`config.mk`:
```
export PLATFORM = sky130hd
export DESIGN_NAME = spwm_top
export DESIGN_NICKNAME = d
export VERILOG_FILES = /design/src/verilog/spwm_pkg.sv /design/src/verilog/spwm_top.sv
export VERILOG_INCLUDE_DIRS = /design/src /design/src/verilog
export SDC_FILE = /design/constraint.sdc
export NUM_CORES = 1
export LEC_CHECK = 0
export ABC_AREA = 1
export BUFFER_PORTS_ARGS = -buffer_cell sky130_fd_sc_hd__buf_2
export CAP_MARGIN = 15
export CORE_UTILIZATION = 35
export DETAILED_ROUTE_END_ITERATION = 10
export PLACE_DENSITY_LB_ADDON = 0.08
export SLEW_MARGIN = 30
export SYNTH_ARGS = -nofsm -noshare
export SYNTH_HDL_FRONTEND = slang
export SYNTH_SLANG_ARGS = --single-unit
```
`constraint.sdc`:
```
create_clock -name clock -period 2.6 [get_ports clock]
set_clock_uncertainty 0.05 [all_clocks]
set_input_delay 0.26 -clock clock [delete_from_list [all_inputs] [get_ports clock]]
set_output_delay 0.26 -clock clock [all_outputs]
set_load 0.02 [all_outputs]
```
`src/verilog/spwm_map.svh`:
```
// Behaviour
// - Period is high byte and low byte
// - Channel 0 duty from low/high bytes
// - Channel 1 duty from low/high bytes
// - Dead time is nine bits, MSB elsewhere
// - Dead time only in complementary, pair enabled
// - Dead time lasts count plus one cycles
// - Dead-time low byte needs timed unlock
// - Synchronous mode: odd outputs copy even ones
// - Mask enable selects software-overridden channels
// - Mask level gives each overridden level
// - Mask bit: 0 generator, 1 level
// - Mask enable resets to zero
// - Polarity inversion acts after masking
// - Polarity bit inverts pin, resets zero
`ifndef SPWM_MAP_SVH
`define SPWM_MAP_SVH

// Register offsets on the byte port
`define SPWM_A_PER_HI    8'hd1
`define SPWM_A_PER_LO    8'hd9
`define SPWM_A_D0_HI     8'hd2
`define SPWM_A_D0_LO     8'hda
`define SPWM_A_D1_HI     8'hd3
`define SPWM_A_D1_LO     8'hdb
`define SPWM_A_D2_HI     8'hd4
`define SPWM_A_D2_LO     8'hdc
`define SPWM_A_D3_HI     8'hd5
`define SPWM_A_D3_LO     8'hdd
`define SPWM_A_D4_HI     8'hd7
`define SPWM_A_D4_LO     8'hde
`define SPWM_A_D5_HI     8'hd8
`define SPWM_A_D5_LO     8'hdf
`define SPWM_A_POL       8'hd6
`define SPWM_A_DT_LO     8'hfa
`define SPWM_A_MASK_EN   8'hfb
`define SPWM_A_MASK_LVL  8'hfc
`define SPWM_A_DT_EN     8'hf9
`define SPWM_A_MODE      8'hf8
`define SPWM_A_CTRL      8'hf7
`define SPWM_A_STATUS    8'hf6
`define SPWM_A_UNLOCK    8'hc7

// Field positions
`define SPWM_DT_MSB_BIT  4
`define SPWM_RUN_BIT     0

// Reset values
`define SPWM_RST_BYTE    8'h00
`define SPWM_RST_WORD    16'h0000
`define SPWM_RST_CH      6'h00

// Unlock sequence and window
`define SPWM_KEY_ONE     8'haa
`define SPWM_KEY_TWO     8'h55
`define SPWM_UNL_WINDOW  3'h4

`endif

```
`src/verilog/spwm_pkg.sv`:
```
`default_nettype none
package spwm_pkg;
   // Unlock sequencer states
   typedef enum logic [2:0] {
      UNL_IDLE  = 3'b001,
      UNL_ARMED = 3'b010,
      UNL_OPEN  = 3'b100
   } spwm_unl_e;
   // Output mode field
   typedef enum logic [1:0] {
      MODE_INDEP = 2'b00,
      MODE_COMPL = 2'b01,
      MODE_SYNC  = 2'b10,
      MODE_RSVD  = 2'b11
   } spwm_mode_e;
   typedef logic [15:0] spwm_word_t;
endpackage
`default_nettype wire

```
`src/verilog/spwm_top.sv`:
```
`include "spwm_map.svh"
`default_nettype none
module spwm_top
   import spwm_pkg::*;
(
   // Clock and reset
   input  wire logic       clock,
   input  wire logic       reset_n,
   // Register port
   input  wire logic [7:0] reg_addr,
   input  wire logic [7:0] reg_wdata,
   input  wire logic       reg_write,
   input  wire logic       reg_read,
   output logic      [7:0] reg_rdata,
   // Power stage pins
   output logic      [5:0] pwm_out
);

   // Channel decode: bit 4 valid, bit 3 high byte, bits 2:0 channel
   function automatic logic [4:0] duty_sel(input logic [7:0] a);
      logic [4:0] s;
      s = 5'h00;
      if (a == `SPWM_A_D0_LO) begin
         s = 5'h10;
      end else if (a == `SPWM_A_D0_HI) begin
         s = 5'h18;
      end else if (a == `SPWM_A_D1_LO) begin
         s = 5'h11;
      end else if (a == `SPWM_A_D1_HI) begin
         s = 5'h19;
      end else if (a == `SPWM_A_D2_LO) begin
         s = 5'h12;
      end else if (a == `SPWM_A_D2_HI) begin
         s = 5'h1a;
      end else if (a == `SPWM_A_D3_LO) begin
         s = 5'h13;
      end else if (a == `SPWM_A_D3_HI) begin
         s = 5'h1b;
      end else if (a == `SPWM_A_D4_LO) begin
         s = 5'h14;
      end else if (a == `SPWM_A_D4_HI) begin
         s = 5'h1c;
      end else if (a == `SPWM_A_D5_LO) begin
         s = 5'h15;
      end else if (a == `SPWM_A_D5_HI) begin
         s = 5'h1d;
      end
      return s;
   endfunction

   // Software-visible state
   spwm_word_t period_value_r, period_value_nxt;          // Period
   spwm_word_t duty_r [6];                                // Channel duties
   spwm_word_t duty_nxt [6];
   logic [7:0] dead_time_count_r, dead_time_count_nxt;    // Dead-time low byte
   logic [7:0] dead_time_enable_r, dead_time_enable_nxt;  // Pair enables, MSB
   logic [1:0] output_mode_select_r, output_mode_select_nxt;
   logic [5:0] output_mask_enable_r, output_mask_enable_nxt;
   logic [5:0] mask_level_r, mask_level_nxt;
   logic [5:0] output_polarity_r, output_polarity_nxt;
   logic       run_r, run_nxt;                            // Generator run
   logic [4:0] wsel;                                      // Decoded duty write

   // Unlock sequencer
   spwm_unl_e  unl_r, unl_nxt;
   logic [2:0] unl_cnt_r, unl_cnt_nxt;                    // Open window left
   logic       dt_wr_ok;                                  // Protected write allowed

   // Generator
   spwm_word_t cnt_r, cnt_nxt;                            // Shared counter
   logic [5:0] gen_raw;                                   // Compare results
   logic [2:0] pair_r, pair_nxt;                          // Last even level
   logic [9:0] gap_r [3];                                 // Dead-time left
   logic [9:0] gap_nxt [3];
   logic [5:0] gen_sig;                                   // After mode logic
   logic [5:0] pin_nxt;                                   // After mask, polarity
   logic [8:0] dt_full;                                   // Nine-bit dead time
   logic [7:0] rdata_nxt;

   assign wsel     = duty_sel(reg_addr);
   assign dt_full  = {dead_time_enable_r[`SPWM_DT_MSB_BIT], dead_time_count_r};
   assign dt_wr_ok = (unl_r == UNL_OPEN);

   // Timed-access unlock: key one, key two, then a short window
   always_comb begin
      unl_nxt     = unl_r;
      unl_cnt_nxt = unl_cnt_r;
      case (unl_r)
         UNL_IDLE: begin
            if (reg_write && reg_addr == `SPWM_A_UNLOCK && reg_wdata == `SPWM_KEY_ONE) begin
               unl_nxt = UNL_ARMED;
            end
         end
         UNL_ARMED: begin
            // Any other write breaks the sequence
            if (reg_write) begin
               if (reg_addr == `SPWM_A_UNLOCK && reg_wdata == `SPWM_KEY_TWO) begin
                  unl_nxt     = UNL_OPEN;
                  unl_cnt_nxt = `SPWM_UNL_WINDOW;
               end else begin
                  unl_nxt = UNL_IDLE;
               end
            end
         end
         UNL_OPEN: begin
            // One protected write per unlock, or the window lapses
            if ((reg_write && reg_addr == `SPWM_A_DT_LO) || unl_cnt_r == 3'h1) begin
               unl_nxt = UNL_IDLE;
            end
            unl_cnt_nxt = unl_cnt_r - 3'h1;
         end
         default: begin
            unl_nxt = UNL_IDLE;
         end
      endcase
   end

   always_ff @(posedge clock or negedge reset_n) begin
      if (!reset_n) begin
         unl_r     <= UNL_IDLE;
         unl_cnt_r <= 3'h0;
      end else begin
         unl_r     <= unl_nxt;
         unl_cnt_r <= unl_cnt_nxt;
      end
   end

   // Register writes
   always_comb begin
      period_value_nxt       = period_value_r;
      dead_time_count_nxt    = dead_time_count_r;
      dead_time_enable_nxt   = dead_time_enable_r;
      output_mode_select_nxt = output_mode_select_r;
      output_mask_enable_nxt = output_mask_enable_r;
      mask_level_nxt         = mask_level_r;
      output_polarity_nxt    = output_polarity_r;
      run_nxt                = run_r;
      for (int i = 0; i < 6; i++) begin
         duty_nxt[i] = duty_r[i];
      end
      if (reg_write) begin
         if (reg_addr == `SPWM_A_PER_HI) begin
            period_value_nxt[15:8] = reg_wdata;
         end else if (reg_addr == `SPWM_A_PER_LO) begin
            period_value_nxt[7:0] = reg_wdata;
         end else if (wsel[4]) begin
            // Byte lands in one half of the channel duty
            if (wsel[3]) begin
               duty_nxt[wsel[2:0]][15:8] = reg_wdata;
            end else begin
               duty_nxt[wsel[2:0]][7:0] = reg_wdata;
            end
         end else if (reg_addr == `SPWM_A_DT_LO) begin
            // Ignored silently when not unlocked
            if (dt_wr_ok) begin
               dead_time_count_nxt = reg_wdata;
            end
         end else if (reg_addr == `SPWM_A_DT_EN) begin
            dead_time_enable_nxt = reg_wdata & 8'h17;
         end else if (reg_addr == `SPWM_A_MODE) begin
            output_mode_select_nxt = reg_wdata[1:0];
         end else if (reg_addr == `SPWM_A_MASK_EN) begin
            output_mask_enable_nxt = reg_wdata[5:0];
         end else if (reg_addr == `SPWM_A_MASK_LVL) begin
            mask_level_nxt = reg_wdata[5:0];
         end else if (reg_addr == `SPWM_A_POL) begin
            output_polarity_nxt = reg_wdata[5:0];
         end else if (reg_addr == `SPWM_A_CTRL) begin
            run_nxt = reg_wdata[`SPWM_RUN_BIT];
         end
      end
   end

   // Software state; mask and polarity come up clear
   always_ff @(posedge clock or negedge reset_n) begin
      if (!reset_n) begin
         period_value_r       <= `SPWM_RST_WORD;
         dead_time_count_r    <= `SPWM_RST_BYTE;
         dead_time_enable_r   <= `SPWM_RST_BYTE;
         output_mode_select_r <= 2'h0;
         output_mask_enable_r <= `SPWM_RST_CH;
         mask_level_r         <= `SPWM_RST_CH;
         output_polarity_r    <= `SPWM_RST_CH;
         run_r                <= 1'b0;
         for (int i = 0; i < 6; i++) begin
            duty_r[i] <= `SPWM_RST_WORD;
         end
      end else begin
         period_value_r       <= period_value_nxt;
         dead_time_count_r    <= dead_time_count_nxt;
         dead_time_enable_r   <= dead_time_enable_nxt;
         output_mode_select_r <= output_mode_select_nxt;
         output_mask_enable_r <= output_mask_enable_nxt;
         mask_level_r         <= mask_level_nxt;
         output_polarity_r    <= output_polarity_nxt;
         run_r                <= run_nxt;
         for (int i = 0; i < 6; i++) begin
            duty_r[i] <= duty_nxt[i];
         end
      end
   end

   // Shared up counter, wraps after reaching the period
   always_comb begin
      if (!run_r || cnt_r >= period_value_r) begin
         cnt_nxt = `SPWM_RST_WORD;
      end else begin
         cnt_nxt = cnt_r + 16'h0001;
      end
   end

   always_ff @(posedge clock or negedge reset_n) begin
      if (!reset_n) begin
         cnt_r <= `SPWM_RST_WORD;
      end else begin
         cnt_r <= cnt_nxt;
      end
   end

   // Edge-aligned compare; a stopped generator drives low
   always_comb begin
      for (int i = 0; i < 6; i++) begin
         gen_raw[i] = run_r && (cnt_r < duty_r[i]);
      end
   end

   // Dead-time gap per pair; reload on each even-side transition.
   // Changing the count mid-run only takes effect at the next edge.
   always_comb begin
      for (int p = 0; p < 3; p++) begin
         pair_nxt[p] = gen_raw[2*p];
         gap_nxt[p]  = gap_r[p];
         if (output_mode_select_r == MODE_COMPL && dead_time_enable_r[p]) begin
            if (gen_raw[2*p] != pair_r[p]) begin
               gap_nxt[p] = {1'b0, dt_full} + 10'h001;
            end else if (gap_r[p] != 10'h000) begin
               gap_nxt[p] = gap_r[p] - 10'h001;
            end
         end else begin
            gap_nxt[p] = 10'h000;
         end
      end
   end

   always_ff @(posedge clock or negedge reset_n) begin
      if (!reset_n) begin
         pair_r <= 3'h0;
         for (int p = 0; p < 3; p++) begin
            gap_r[p] <= 10'h000;
         end
      end else begin
         pair_r <= pair_nxt;
         for (int p = 0; p < 3; p++) begin
            gap_r[p] <= gap_nxt[p];
         end
      end
   end

   // Mode logic, then mask, then polarity toward the pins
   always_comb begin
      gen_sig = gen_raw;
      for (int p = 0; p < 3; p++) begin
         if (output_mode_select_r == MODE_SYNC) begin
            gen_sig[2*p+1] = gen_raw[2*p];
         end else if (output_mode_select_r == MODE_COMPL) begin
            // Pair delayed one cycle so the gap counter lines up with it
            gen_sig[2*p]   = pair_r[p] && (gap_r[p] == 10'h000);
            gen_sig[2*p+1] = !pair_r[p] && run_r && (gap_r[p] == 10'h000);
         end
      end
      for (int i = 0; i < 6; i++) begin
         pin_nxt[i] = output_mask_enable_r[i] ? mask_level_r[i] : gen_sig[i];
         pin_nxt[i] = pin_nxt[i] ^ output_polarity_r[i];
      end
   end

   // Read mux; unmapped addresses read zero
   always_comb begin
      rdata_nxt = 8'h00;
      if (reg_read) begin
         if (reg_addr == `SPWM_A_PER_HI) begin
            rdata_nxt = period_value_r[15:8];
         end else if (reg_addr == `SPWM_A_PER_LO) begin
            rdata_nxt = period_value_r[7:0];
         end else if (wsel[4]) begin
            rdata_nxt = wsel[3] ? duty_r[wsel[2:0]][15:8] : duty_r[wsel[2:0]][7:0];
         end else if (reg_addr == `SPWM_A_DT_LO) begin
            rdata_nxt = dead_time_count_r;
         end else if (reg_addr == `SPWM_A_DT_EN) begin
            rdata_nxt = dead_time_enable_r;
         end else if (reg_addr == `SPWM_A_MODE) begin
            rdata_nxt = {6'h00, output_mode_select_r};
         end else if (reg_addr == `SPWM_A_MASK_EN) begin
            rdata_nxt = {2'h0, output_mask_enable_r};
         end else if (reg_addr == `SPWM_A_MASK_LVL) begin
            rdata_nxt = {2'h0, mask_level_r};
         end else if (reg_addr == `SPWM_A_POL) begin
            rdata_nxt = {2'h0, output_polarity_r};
         end else if (reg_addr == `SPWM_A_CTRL) begin
            rdata_nxt = {7'h00, run_r};
         end else if (reg_addr == `SPWM_A_STATUS) begin
            // Live pin levels plus unlock-open flag
            rdata_nxt = {1'b0, dt_wr_ok, pwm_out};
         end
      end
   end

   // Pins and read data from flip-flops
   always_ff @(posedge clock or negedge reset_n) begin
      if (!reset_n) begin
         pwm_out   <= 6'h00;
         reg_rdata <= 8'h00;
      end else begin
         pwm_out   <= pin_nxt;
         reg_rdata <= rdata_nxt;
      end
   end

endmodule
`default_nettype wire
```
---- Word level (Yosys, flattened, before mapping) ----
Index checks and enable logic that the tools add are counted.
storage, ports and cells
  bits in latches ......................... 0
  output and inout bits ................... 14
  bits in read-only memories .............. 0
  register bits ........................... 214
  input bits .............................. 20
  memories kept ........................... 0
  memory bits (writable) .................. 0
  logic and storage cells ................. 212
cells by class
  eq/ne operators ......................... 41
  shifts and indexed selects .............. 0
  bitwise operators ....................... 16
  multipliers ............................. 0
  divide/modulo/power cells ............... 0
  multiplexer cells ....................... 68
  add/sub/neg operators ................... 6
  order comparisons ....................... 9
  reduce and logical (&&, ||, !) cells .... 48
operators by type and width
  cell                                                number
  bitwise mux 96 bit                                  2
  == test 8 bit, second input constant                24
  demux 16 bit (select 3 bit)                         2
  < comparator 16 bit                                 6
  2-to-1 mux 96 bit                                   1
  2-to-1 mux 10 bit                                   9
  2-to-1 mux 16 bit                                   4
  2-to-1 mux 5 bit                                    12
  2-to-1 mux 8 bit                                    7
  2-to-1 mux 7 bit                                    7
  binary-select mux 16 bit (select 3 bit)             1
  zero test 10 bit                                    3
  nonzero test 10 bit                                 3
  subtractor 10 x 1 -> 10 bit, second input constant  3
  logical AND 1 bit                                   23
  2-to-1 mux 3 bit                                    6
  adder 16 x 1 -> 16 bit, second input constant       1
  greater-or-equal comparator 16 bit                  1
  2-to-1 mux 1 bit                                    12
  AND reduction 6 bit                                 2
  AND reduction 11 bit                                1
  adder 9 x 1 -> 10 bit, second input constant        1
  AND reduction 10 bit                                1
  != test 3 x 1 -> 1 bit, second input constant       3
  27 further kinds                                    53

---- Logic depth before layout (Yosys ltp) ----
Gate-level depths: netlist (run 1).
  depth after elaboration ................. 22
  gate-level depth with buffers ........... 16

---- Least setup slack after synthesis (run 1) ----
No wires, ideal clock.
  kind .................................... flip-flop to flip-flop
  start ................................... register cnt_r[13]
  end ..................................... register gap_r[14] (netlist name)
  stages on the path, launching flop included .. 15
  library setup time ...................... 127 ps
  arrival ................................. 1991 ps
  data required time ...................... 2423 ps
  slack ................................... 432 ps
  buffers on the path ..................... 1
  cell sequence ........................... dfrtp_1 -> ha_1 -> nand2_1 -> inv_1 -> o21ai_0 -> nand2_1 -> a21oi_1 -> nand3_1 -> inv_1 -> nand2_1 -> nand2_2 -> buf_2 -> nand2_1 -> nand2_1 -> nor2_1
on the way
  longest elaborated chain between the ends .. 5
  elaborated cells on any way between the ends .. 6
  classes of those cells .................. order compare (1); eq/ne (2); mux (2); reduce/logical (1)
RTL lines
  item                            RTL line         text
  start: declaration              spwm_top.sv:70   spwm_word_t cnt_r, cnt_nxt;
  start signal: assignment        spwm_top.sv:214  cnt_r <= `SPWM_RST_WORD;
  start signal: assignment        spwm_top.sv:216  cnt_r <= cnt_nxt;
  < comparator 16 bit (*)         spwm_top.sv:223  gen_raw[i] = run_r && (cnt_r < duty_r[i]);
  logical AND 1 bit (*)           spwm_top.sv:223
  via gen_raw[2]                  spwm_top.sv:71   logic [5:0] gen_raw;
  != test 1 bit (*)               spwm_top.sv:234  if (gen_raw[2*p] != pair_r[p]) begin
  2-to-1 mux 10 bit               spwm_top.sv:234
  2-to-1 mux 10 bit               spwm_top.sv:233  if (output_mode_select_r == MODE_COMPL && dead_time_enable_r[p]) begin
  end signal: indexed assignment  spwm_top.sv:254  gap_r[p] <= gap_nxt[p];
  end: declaration                spwm_top.sv:73   logic [9:0] gap_r [3];
The timed path passes the listed nets; every way through them passes the cells marked *.
A chain may end at the register's enable or synchronous reset.

---- Final worst setup path (run 1) ----
  start ................................... register cnt_r[7]
  end ..................................... register gap_r[18] (netlist name)
on the way
  longest elaborated chain between the ends .. 5
  elaborated cells on any way between the ends .. 6
  classes of those cells .................. order compare (1); eq/ne (2); mux (2); reduce/logical (1)
RTL lines
  item                     RTL line
  < comparator 16 bit (*)  spwm_top.sv:223
  logical AND 1 bit (*)    spwm_top.sv:223
  != test 1 bit (*)        spwm_top.sv:234
  2-to-1 mux 10 bit        spwm_top.sv:234
  2-to-1 mux 10 bit        spwm_top.sv:233
Mark *: on every way between the ends. The rest lies on a longest branch, timed or not.

==> flow_metrics.py, run 1 <==
metrics = {
    "layout": {
        "seq_area_um2": 5360,
        "final_common_cell": "nand2_1",
        "antenna_cells": 0,
        "fill_cells": 4018,
        "postLayoutCellArea_um2": 15900,
        "area_delta_synth_final_pct": 16.4,
        "multi_input_area_um2": 7130,
        "layout_common_cells": "nand2_1, inv_1, dfrtp_1, o21ai_0, ha_1",
        "final_util_pct": 41.8,
        "drive_gt1_share_pct": 11.4,
        "nets": 2026,
    },
    "detailed_routing": {
        "drtIter0Drc": 650,
        "drcViolationCount": 0,
        "totalWireLength_mm": 46.5,
        "ant_nets": 0,
        "wl_per_cell_um": 19.2,
        "vias": 12200,
        "first_pass_iters": 5,
        "via_per_inst": 5.03,
    },
    "global_routing": {
        "grt_start_max_net_pins": 85,
        "antenna_found_initial": 0,
        "grt.total_usage_pct": 24.1,
        "grt_overflow": 0,
        "grt_pass1_vias": 12000,
        "grt_pass1_wl_mm": 71.5,
    },
    "placed_design": {
        "placed_cell_area_um2": 14800,
        "portBuffers": 33,
        "dp.final_hpwl_mm": 34.3,
        "gp_congestion": 0.879,
    },
    "timing": {
        "fin_crit_ns": 2.49,
        "drv_slew": 0,
        "setup-tns-final_ns": 0,
        "max_slew_margin_pct": 53.9,
        "period_share_pct": 95.6,
        "rsz0062_at_grt": "yes",
        "hold_viol_final": 0,
        "setup_violations": 0,
        "worst_slew_pin_slew_ns": 0.691,
        "fmax_ghz": 0.402,
    },
    "cts": {
        "cts-root-buf": "clkbuf_16",
        "cts_tree": "yes",
        "htree_levels": 1,
        "clk_pin_slew_ns": 0.06,
        "cts_max_path_buffers": 3,
        "numCtsBuffers": 26,
        "insertion_delay_ns": 0.56,
        "cts_num_sinks": 214,
    },
    "yosys": {
        "syn_avg_cell_area_um2": 7.56,
        "ys_types": 49,
        "yosys_warnings": 0,
        "synth_seq_cells": 214,
        "ys.flop_type": "dfrtp_1",
        "synth_edf_count": 0,
        "seq_area_frac_synth_pct": 39.3,
        "syn_nets": 1937,
        "syn_inst": 1804,
        "synthArstFlopShare_pct": 100,
        "netlist_area_um2": 13600,
    },
    "setup_path": {
        "start_kind": "register",
        "arrival_ns": 2.87,
        "path_max_fanout": 8,
        "worstReg2RegEnd": "gap_r[18]",
        "rrSetupSlack_ns": 0.11,
        "reg2regPathDepth": 11,
        "cp_data_required_time_ns": 2.98,
        "endpoint_kind": "register",
        "r2r_start": "cnt_r[7]",
        "critPathKind": "reg2reg",
    },
    "pwr": {
        "internal_power_mw": 6.38,
        "power.density_nw_per_um2": 549,
        "swShare_pct": 26.8,
        "p_clk_share_pct": 46.8,
        "power.switching_mw": 2.34,
        "seqPwrFrac_pct": 40.9,
        "cellLeakagePower_nw": 7.86,
        "vdd_drop_max_uv": 466,
        "pwr-share-comb_pct": 12.4,
    },
    "floorplanning": {
        "initial_utilization_pct": 35.9,
        "die_area_um2": 39800,
        "ios": 34,
        "std_cell_rows": 71,
        "die_h_um": 199,
        "fp.dieW_um": 199,
        "coreArea_um2": 38000,
    },
    "hold_path": {
        "hold_start": "reg_wdata[7]",
        "holdPathEnd": "unl_r[0]",
        "whs_path_depth": 4,
        "hold_class": "in2reg",
    },
    "status": {
        "status": "complete, no violations",
    },
    "run": {
        "cap_violations": 0,
    },
}
-- synthesized netlist by cell type (2+ instances only) --
master / n / area [um2]
nand2_1: 494 / 1850
inv_1: 236 / 886
dfrtp_1: 213 / 5330
o21ai_0: 152 / 761
ha_1: 113 / 1410
nor2_1: 106 / 398
a21oi_1: 81 / 405
o21ai_1: 74 / 370
nand3_1: 65 / 325
nand4_1: 44 / 275
xor2_1: 29 / 254
buf_2: 25 / 125
clkbuf_1: 25 / 93.8
nor3_1: 20 / 100
o22ai_1: 12 / 75.1
o211ai_1: 11 / 82.6
nand3_2: 10 / 100
o21ai_2: 8 / 70.1
xnor2_1: 8 / 70.1
inv_2: 7 / 26.3
nand2_2: 7 / 43.8
o21a_1: 7 / 52.6
o31ai_1: 7 / 52.6
nand3b_1: 5 / 37.5
buf_6: 4 / 45.0
nor2_2: 4 / 25.0
nor4_1: 4 / 25.0
nand2_4: 3 / 33.8
nand3_4: 3 / 52.6
o2111ai_1: 3 / 26.3
o21bai_1: 3 / 22.5
a211o_1: 2 / 17.5
o221ai_1: 2 / 17.5
o31a_1: 2 / 17.5
-- cells by family after synthesis --
kind of cell	Yosys count	share of synthesized area (%)
AO/OA/AOI/OAI	369	14.8
XOR/XNOR	37	2.38
adder cells (fa/ha/maj)	113	10.4
buffers and inverters	299	8.68
flip-flops	214	39.3
AND/OR/NAND/NOR	772	24.5
-- state kept, by name (all words and copies together) (netlist names), 4 cells and up --
register and flops:
duty_r 96, reg_rdata 8, gap_r 30, cnt_r 16, dead_time_count_r 8, period_value_r 16, output_polarity_r 6, mask_level_r 6
pwm_out 6, dead_time_enable_r 4, output_mask_enable_r 6
-- layout make-up --
class                           instances  share of cell area (%)
Multi-Input combinational cell       1292                    44.9
Clock inverter                          7                   0.867
Clock buffer                           41                    5.22
Tap cell                              511                    4.03
Timing Repair Buffer                  115                    5.41
Sequential cell                       214                    33.8
Inverter                              244                    5.77
-- routing by layer --
layer	track usage, %	vias up	wire, um
li1	-	6095	-
met1	30.1	5786	20500
met2	42.9	229	22900
met3	2.84	78	1570
met4	7.55	0	1490
met5	0	-	0
-- worst max-delay path by stage --
stage | startpoint | end | slack, ns | depth (start not counted)
2_1_floorplan | cnt_r[13] | gap_r[14] | 0.43 | 14
3_3_place_gp | cnt_r[13] | gap_r[0] | -0.03 | 14
3_5_place_dp | cnt_r[14] | gap_r[10] | -0.06 | 14
4_1_cts | cnt_r[7] | gap_r[16] | 0.005 | 13
5_1_grt | cnt_r[3] | gap_r[16] | -0.02 | 11
6_report | cnt_r[7] | gap_r[18] | 0.11 | 11
-- power by group through the flow --
stage	clock, mW	sequential [mW]	combinational, mW
after floorplan	0	3.61	0.595
after global routing	4.31	3.58	1.21
after detailed placement	0	3.62	1.07
final	4.08	3.56	1.08
after global placement	0	3.62	1.07
after CTS	4.19	3.56	1.08
-- metrics by stage --
stage	hold WS, ns	power [mW]	setup slack (ns)	cells
floorplan	-0.0856	4.20	0.432	1804
global placement	0.172	4.69	-0.0269	2371
detailed placement	0.169	4.70	-0.0569	2371
CTS	0.0232	8.84	0.00489	2421
global route	0.0777	9.10	-0.0155	2424
finish	0.0499	8.72	0.115	2424
-- timing repair --
item	CTS	global route
resized for setup	4	13
pin swaps	0	1
buffers inserted	0	2
cloned	0	1
endpoints found under the hold margin	56	0
hold buffers	2	0
setup endpoints to repair	20	31
-- critical path: stages (launching register included) --
cell     delay [ns]
dfrtp_2        0.49
ha_1           0.33
a21oi_1        0.16
o21a_1         0.13
o21ai_1        0.09
buf_4          0.15
nand2_1        0.16
nand3_1        0.17
nand2_1        0.22
nand2_2        0.16
o21ai_0        0.18
nor2_1         0.05
No activity file was read; power rests on OpenSTA's default activity.
==> run 2, diff against run 1 <==
Settings changed: CORE_UTILIZATION 35 to 30.
==> run 2 against run 1 <==
  * Critical endpoint is now pwm_out[4]
  * Register-to-register slack better by 0.05 ns
  * Hold slack better by 0.055 ns
  * Die area up 16%
  * Design area up 1.6%
==> flow_metrics.py, run 2 (synthesis gave the netlist of run 1 again) <==
metrics = {
    "layout": {
        "final_common_cell": "nand2_1",
        "drive_gt1_share_pct": 11.9,
        "area_delta_synth_final_pct": 18.3,
        "nets": 2044,
        "reg_top3": "duty_r (96), gap_r (30)",
        "regMostFlops": "duty_r",
        "stdcell_count": 2520,
        "largest_register_ffs": 96,
        "layout_common_cells": "nand2_1, inv_1, dfrtp_1, o21ai_0, ha_1",
    },
    "hold_path": {
        "hold_class": "in2reg",
    },
    "timing": {
        "max_slew_margin_pct": 53.6,
        "drv_slew": 0,
        "rsz0062_at_grt": "no",
        "hold_viol_final": 0,
        "fin_hold_ws_ns": 0.105,
        "fmax_ghz": 0.411,
        "period_share_pct": 93.6,
        "setup_violations": 0,
        "fin_crit_ns": 2.43,
        "worst_slew_pin_slew_ns": 0.696,
    },
    "placed_design": {
        "portBuffers": 33,
        "gp_congestion": 0.904,
        "dp.final_hpwl_mm": 36.1,
        "placed_cells": 2471,
    },
    "global_routing": {
        "grt_use_met1_pct": 27.6,
        "busiest_layer": "met2",
        "use_met3_pct": 2.21,
        "grt_pass1_vias": 12100,
        "grt_use_met2_pct": 37.8,
        "grt_start_max_net_pins": 74,
        "grt.total_usage_pct": 21.2,
        "grt_overflow": 0,
        "grt_pass1_wl_mm": 75.0,
        "antenna_found_initial": 0,
    },
    "setup_path": {
        "path_max_fanout": 8,
        "critPathKind": "reg2reg",
        "crit_slowest_cell": "dfrtp_2",
        "endpoint_kind": "register",
        "crit_chain": "ha_1 > a21oi_1 > o21a_1 > o21ai_1 > nand2_1 > nand3_1 > buf_4 > o21bai_1 > o21ai_0 > nand2_1 > nand2_1",
        "arrival_ns": 2.83,
        "start_kind": "register",
        "cpPeakStageDelay_ns": 0.49,
        "critPathMostFrequentCell": "nand2_1",
        "cp_data_required_time_ns": 3.00,
    },
    "pwr": {
        "total_power_mw": 8.60,
        "cellLeakagePower_nw": 7.95,
        "power.density_nw_per_um2": 533,
        "vdd_drop_max_uv": 416,
    },
    "detailed_routing": {
        "drtIter0Drc": 846,
        "wl_per_cell_um": 19.1,
        "via_per_inst": 4.83,
        "totalWireLength_mm": 48.1,
        "ant_nets": 0,
        "drcViolationCount": 0,
        "first_pass_iters": 6,
        "vias": 12200,
    },
    "floorplanning": {
        "fp.dieW_um": 215,
        "die_area_um2": 46300,
        "coreArea_um2": 44500,
        "initial_utilization_pct": 30.6,
        "ios": 34,
        "die_h_um": 215,
        "std_cell_rows": 77,
    },
    "run": {
        "cap_violations": 0,
    },
    "cts": {
        "cts_num_sinks": 214,
        "cts-root-buf": "clkbuf_16",
        "htree_levels": 1,
        "insertion_delay_ns": 0.56,
        "cts_setup_buffers": 0,
        "numCtsBuffers": 28,
        "clk_pin_slew_ns": 0.06,
        "cts_tree": "yes",
        "cts_max_path_buffers": 3,
    },
    "status": {
        "status": "complete, no violations",
    },
}
## run 2: worst paths after layout
path | slack [ns] | depth (start not counted) | endpoint | startpoint
max reg2reg | 0.17 | 11 | pwm_out[4] | cnt_r[7]
max | 0.17 | 11 | pwm_out[4] | cnt_r[7]
min in group asynchronous | 0.25 | 2 | gap_r[17] | reset_n
max in group asynchronous | 1.46 | 3 | cnt_r[7] | reset_n
min | 0.10 | 4 | reg_rdata[6] | reg_addr[3]
min reg2reg | 0.43 | 2 | period_value_r[4] | period_value_r[4]
## run 2: layout make-up
class	count	area, um2
clock inverters	5	100
clock buffers	41	831
repair buffers	132	1050
flip-flops and latches	214	5360
inverters	244	916
diodes	1	2.50
fillers	4772	28400
well taps	592	741
multi-input cells	1291	7120
## run 2: layer usage
metal | part of all wire [%] | routed length, um
met1 | 45 | 21900
met5 | 0 | 0
met2 | 50 | 24100
met4 | 2.0 | 973
met3 | 2.5 | 1200
## run 2: where the power goes
group	internal [mW]	total, mW	switching [mW]
logic	0.353	1.08	0.732
registers	3.47	3.57	0.102
clock network	2.47	3.95	1.48
## run 2: worst max-delay path, delay by kind of cell, from the launching register on
kind	cells	cell delay (ns)
AO/OA/AOI/OAI	5	0.77
flip-flops	1	0.49
AND/OR/NAND/NOR	4	0.49
adder cells (fa/ha/maj)	1	0.34
buffers and inverters	1	0.19
## run 2: repair_timing
| item | in CTS | in global routing |
|---|---|---|
| resized for setup | 2 | 16 |
| endpoints found under the hold margin | 71 | 0 |
| hold buffers | 2 | 0 |
| setup endpoints to repair | 9 | 35 |
## run 2: stage by stage
step | util [%] | instance area [um2] | TNS [ns] | setup WS, ns
3_5_place_dp | 34.0 | 15100 | -0.0859 | -0.0214
3_3_place_gp | 34.0 | 15100 | 0 | 0.0356
5_1_grt | 36.2 | 16100 | 0 | 0.0103
4_1_cts | 36.1 | 16100 | 0 | 0.0606
2_1_floorplan | - | 13600 | 0 | 0.432
6_report | 36.2 | 16100 | 0 | 0.165
==> run 3, diff against run 2 <==
Settings changed: ABC_AREA 1 to not set.
Clock period 2.6 ns to 2.4 ns, I/O delays scaled along.
==> run 3 against run 2 <==
  * The run now ends with setup timing left
  * Via count down 0.25%
  * Clock-buffer cell count down 1
  * Maximum frequency down 6.5%
  * Sequential power up 15%
  * Combinational power rose to 3.0 times the previous value
  * First-iteration DRC count up 1.1%
  * Largest power group unchanged
  * Global-route usage up 2.0 points
  * Synthesized cell count down 20%
  * Power up 36%
  * Utilization up 5.9 points
  * Critical path depth unchanged
  * Non-clock buffer count up 197
  * Largest cell class unchanged
  * Critical endpoint is now gap_r[13]
==> flow_metrics.py, run 3 <==
metrics = {
    "placed_design": {
        "placed_cells": 2262,
        "placed_cell_area_um2": 16400,
        "dp.final_hpwl_mm": 40.1,
        "gp_congestion": 0.883,
        "post-place-ws_ns": -0.531,
        "portBuffers": 33,
    },
    "setup_path": {
        "endpoint_kind": "register",
        "critPathKind": "reg2reg",
        "start_kind": "register",
        "cp_data_required_time_ns": 2.80,
        "path_max_fanout": 10,
        "critPathMostFrequentCell": "buf_12",
        "cpPeakStageDelay_ns": 0.42,
        "arrival_ns": 3.00,
        "crit_chain": "buf_12 > ha_4 > nand2_4 > nor3_4 > o31ai_4 > a221oi_2 > buf_4 > nor2_4 > xor2_4 > buf_12 > mux2_4",
        "crit_slowest_cell": "dfrtp_2",
    },
    "pwr": {
        "power.switching_mw": 3.69,
        "power.density_nw_per_um2": 627,
        "cellLeakagePower_nw": 8.66,
        "vdd_drop_max_uv": 490,
        "seqPwrFrac_pct": 34.9,
        "p_clk_share_pct": 37.3,
        "pwr-share-comb_pct": 27.7,
        "internal_power_mw": 8.04,
        "total_power_mw": 11.7,
        "swShare_pct": 31.4,
    },
    "timing": {
        "fin_hold_ws_ns": 0.0404,
        "hold_viol_final": 0,
        "worst_slew_pin_slew_ns": 0.822,
        "setup_violations": 34,
        "setup-tns-final_ns": -3.70,
        "max_slew_margin_pct": 44.5,
        "period_share_pct": 108,
        "drv_slew": 0,
        "fmax_ghz": 0.384,
        "rsz0062_at_grt": "yes",
        "worst_slack_ns": -0.204,
        "fin_crit_ns": 2.60,
    },
    "status": {
        "status": "complete, but fails checks",
        "violations": "setup timing",
    },
    "yosys": {
        "syn_nets": 1572,
        "synthArstFlopShare_pct": 100,
        "netlist_area_um2": 13600,
        "ys_top_cells_by_area": "dfrtp_1, ha_1, mux2_2",
        "syn_inst": 1439,
        "yosys_warnings": 0,
        "seq_area_frac_synth_pct": 39.4,
        "synth_edf_count": 0,
        "yosysTopAreaCell": "dfrtp_1",
        "syn_avg_cell_area_um2": 9.44,
        "synth_seq_cells": 214,
        "ys_types": 79,
        "yosys.cell_count.top_type": "dfrtp_1",
        "ys.flop_type": "dfrtp_1",
        "synthTopCellsByCount": "dfrtp_1, nand2_1, inv_1",
        "synth_top_area_share_pct": 39.3,
    },
    "cts": {
        "insertion_delay_ns": 0.58,
        "htree_levels": 1,
        "clk_pin_slew_ns": 0.06,
        "cts_tree": "yes",
        "cts-root-buf": "clkbuf_16",
        "cts_max_path_buffers": 3,
        "numCtsBuffers": 28,
        "cts_num_sinks": 214,
    },
    "layout": {
        "largest_register_ffs": 96,
        "nets": 1870,
        "regMostFlops": "duty_r",
        "antenna_cells": 0,
        "stdcell_count": 2351,
        "area_delta_synth_final_pct": 37.8,
        "final_common_cell": "buf_4",
        "drive_gt1_share_pct": 35.8,
        "final_util_pct": 42.1,
        "postLayoutCellArea_um2": 18700,
        "reg_top3": "duty_r (96), gap_r (30)",
        "layout_common_cells": "buf_4, dfrtp_1, nand2_1, inv_1, mux2_2",
    },
    "floorplanning": {
        "initial_utilization_pct": 30.6,
        "die_h_um": 215,
        "coreArea_um2": 44400,
        "die_area_um2": 46100,
        "std_cell_rows": 77,
        "ios": 34,
        "fp.dieW_um": 215,
    },
    "global_routing": {
        "grt.total_usage_pct": 23.2,
        "antenna_found_initial": 0,
        "grt_start_max_net_pins": 74,
        "grt_pass1_wl_mm": 80.3,
        "grt_overflow": 0,
        "grt_pass1_vias": 12400,
    },
    "detailed_routing": {
        "drtIter0Drc": 855,
        "first_pass_iters": 5,
        "via_per_inst": 5.16,
        "wl_per_cell_um": 22.9,
        "totalWireLength_mm": 53.8,
        "vias": 12100,
        "ant_nets": 0,
        "drcViolationCount": 0,
    },
    "run": {
        "cap_violations": 0,
    },
    "hold_path": {
        "hold_class": "in2reg",
    },
}
==> run 3: cell count changes in the layout (fill, tap and decap cells not counted), sizes merged, moves of 17 or more <==
cell / delta
a211oi: +17
buf: +194
inv: -117
mux2: +107
mux2i: +28
nand2: -373
nand3: -39
nand4: -21
nor2: -23
nor2b: +18
nor3: +26
o21ai: -126
==> run 3: cell type report <==
type	instances	area [um2]
Fill cell	4375	25700
Multi-Input combinational cell	1039	8470
Clock inverter	12	156
Sequential cell	214	5370
Tap cell	592	741
Clock buffer	40	796
Timing Repair Buffer	329	2710
Inverter	125	469
==> run 3: kinds of logic after synthesis <==
kind of cell               Yosys count  synth area share, %
muxes                              137                 11.3
adders and majority gates          113                 10.4
buffers and inverters              187                 5.46
and+or+nand+nor                    412                 14.7
DFF                                214                 39.4
AOI/OAI and AO/OA                  329                 15.4
xor gates and xnor gates            47                 3.28
==> run 3: final timing paths <==
check,startpoint,end,slack (ns),depth (start not counted)
worst max-delay path,cnt_r[7],gap_r[13],-0.20,11
worst min-delay path,reg_wdata[5],duty_r[21],0.04,3
worst max register to register,cnt_r[7],gap_r[13],-0.20,11
worst min register to register,duty_r[3],duty_r[3],0.45,1
max in group asynchronous,reset_n,gap_r[5],1.36,3
min in group asynchronous,reset_n,gap_r[13],0.10,2
==> run 3: critical path: cells and delay by family (launching register included) <==
family          cells  cell delay (ns)
buf+inv             3             0.47
compound gates      2             0.45
flops               1             0.42
simple gates        3             0.35
mux                 1             0.29
fa+ha+maj           1             0.27
xor+xnor            1             0.16
==> run 3: metal layers <==
layer	share of wire [%]	up-vias	routed length [um]	global-route usage [%]
met5	0	-	0	0
met4	3.0	0	1630	6.29
met2	46	230	25000	37.7
met1	47	6049	25200	32.2
li1	-	5768	-	-
met3	3.7	81	1980	3.14
==> run 3: power groups by stage <==
stage | sequential [mW] | combinational, mW | clock [mW]
global placement | 4.15 | 2.51 | 0
global route | 4.12 | 3.53 | 4.65
detailed placement | 4.16 | 2.52 | 0
CTS | 4.10 | 2.89 | 4.49
finish | 4.10 | 3.25 | 4.38
floorplan | 4.14 | 1.22 | 0
==> run 3: what timing repair did <==
item                       CTS  global route
buffers inserted            24            16
hold endpoints to repair   185             0
pin swaps                   52            49
setup endpoints to repair   52            52
cloned                       2             1
resized for setup          130            63
hold buffers                 3             0
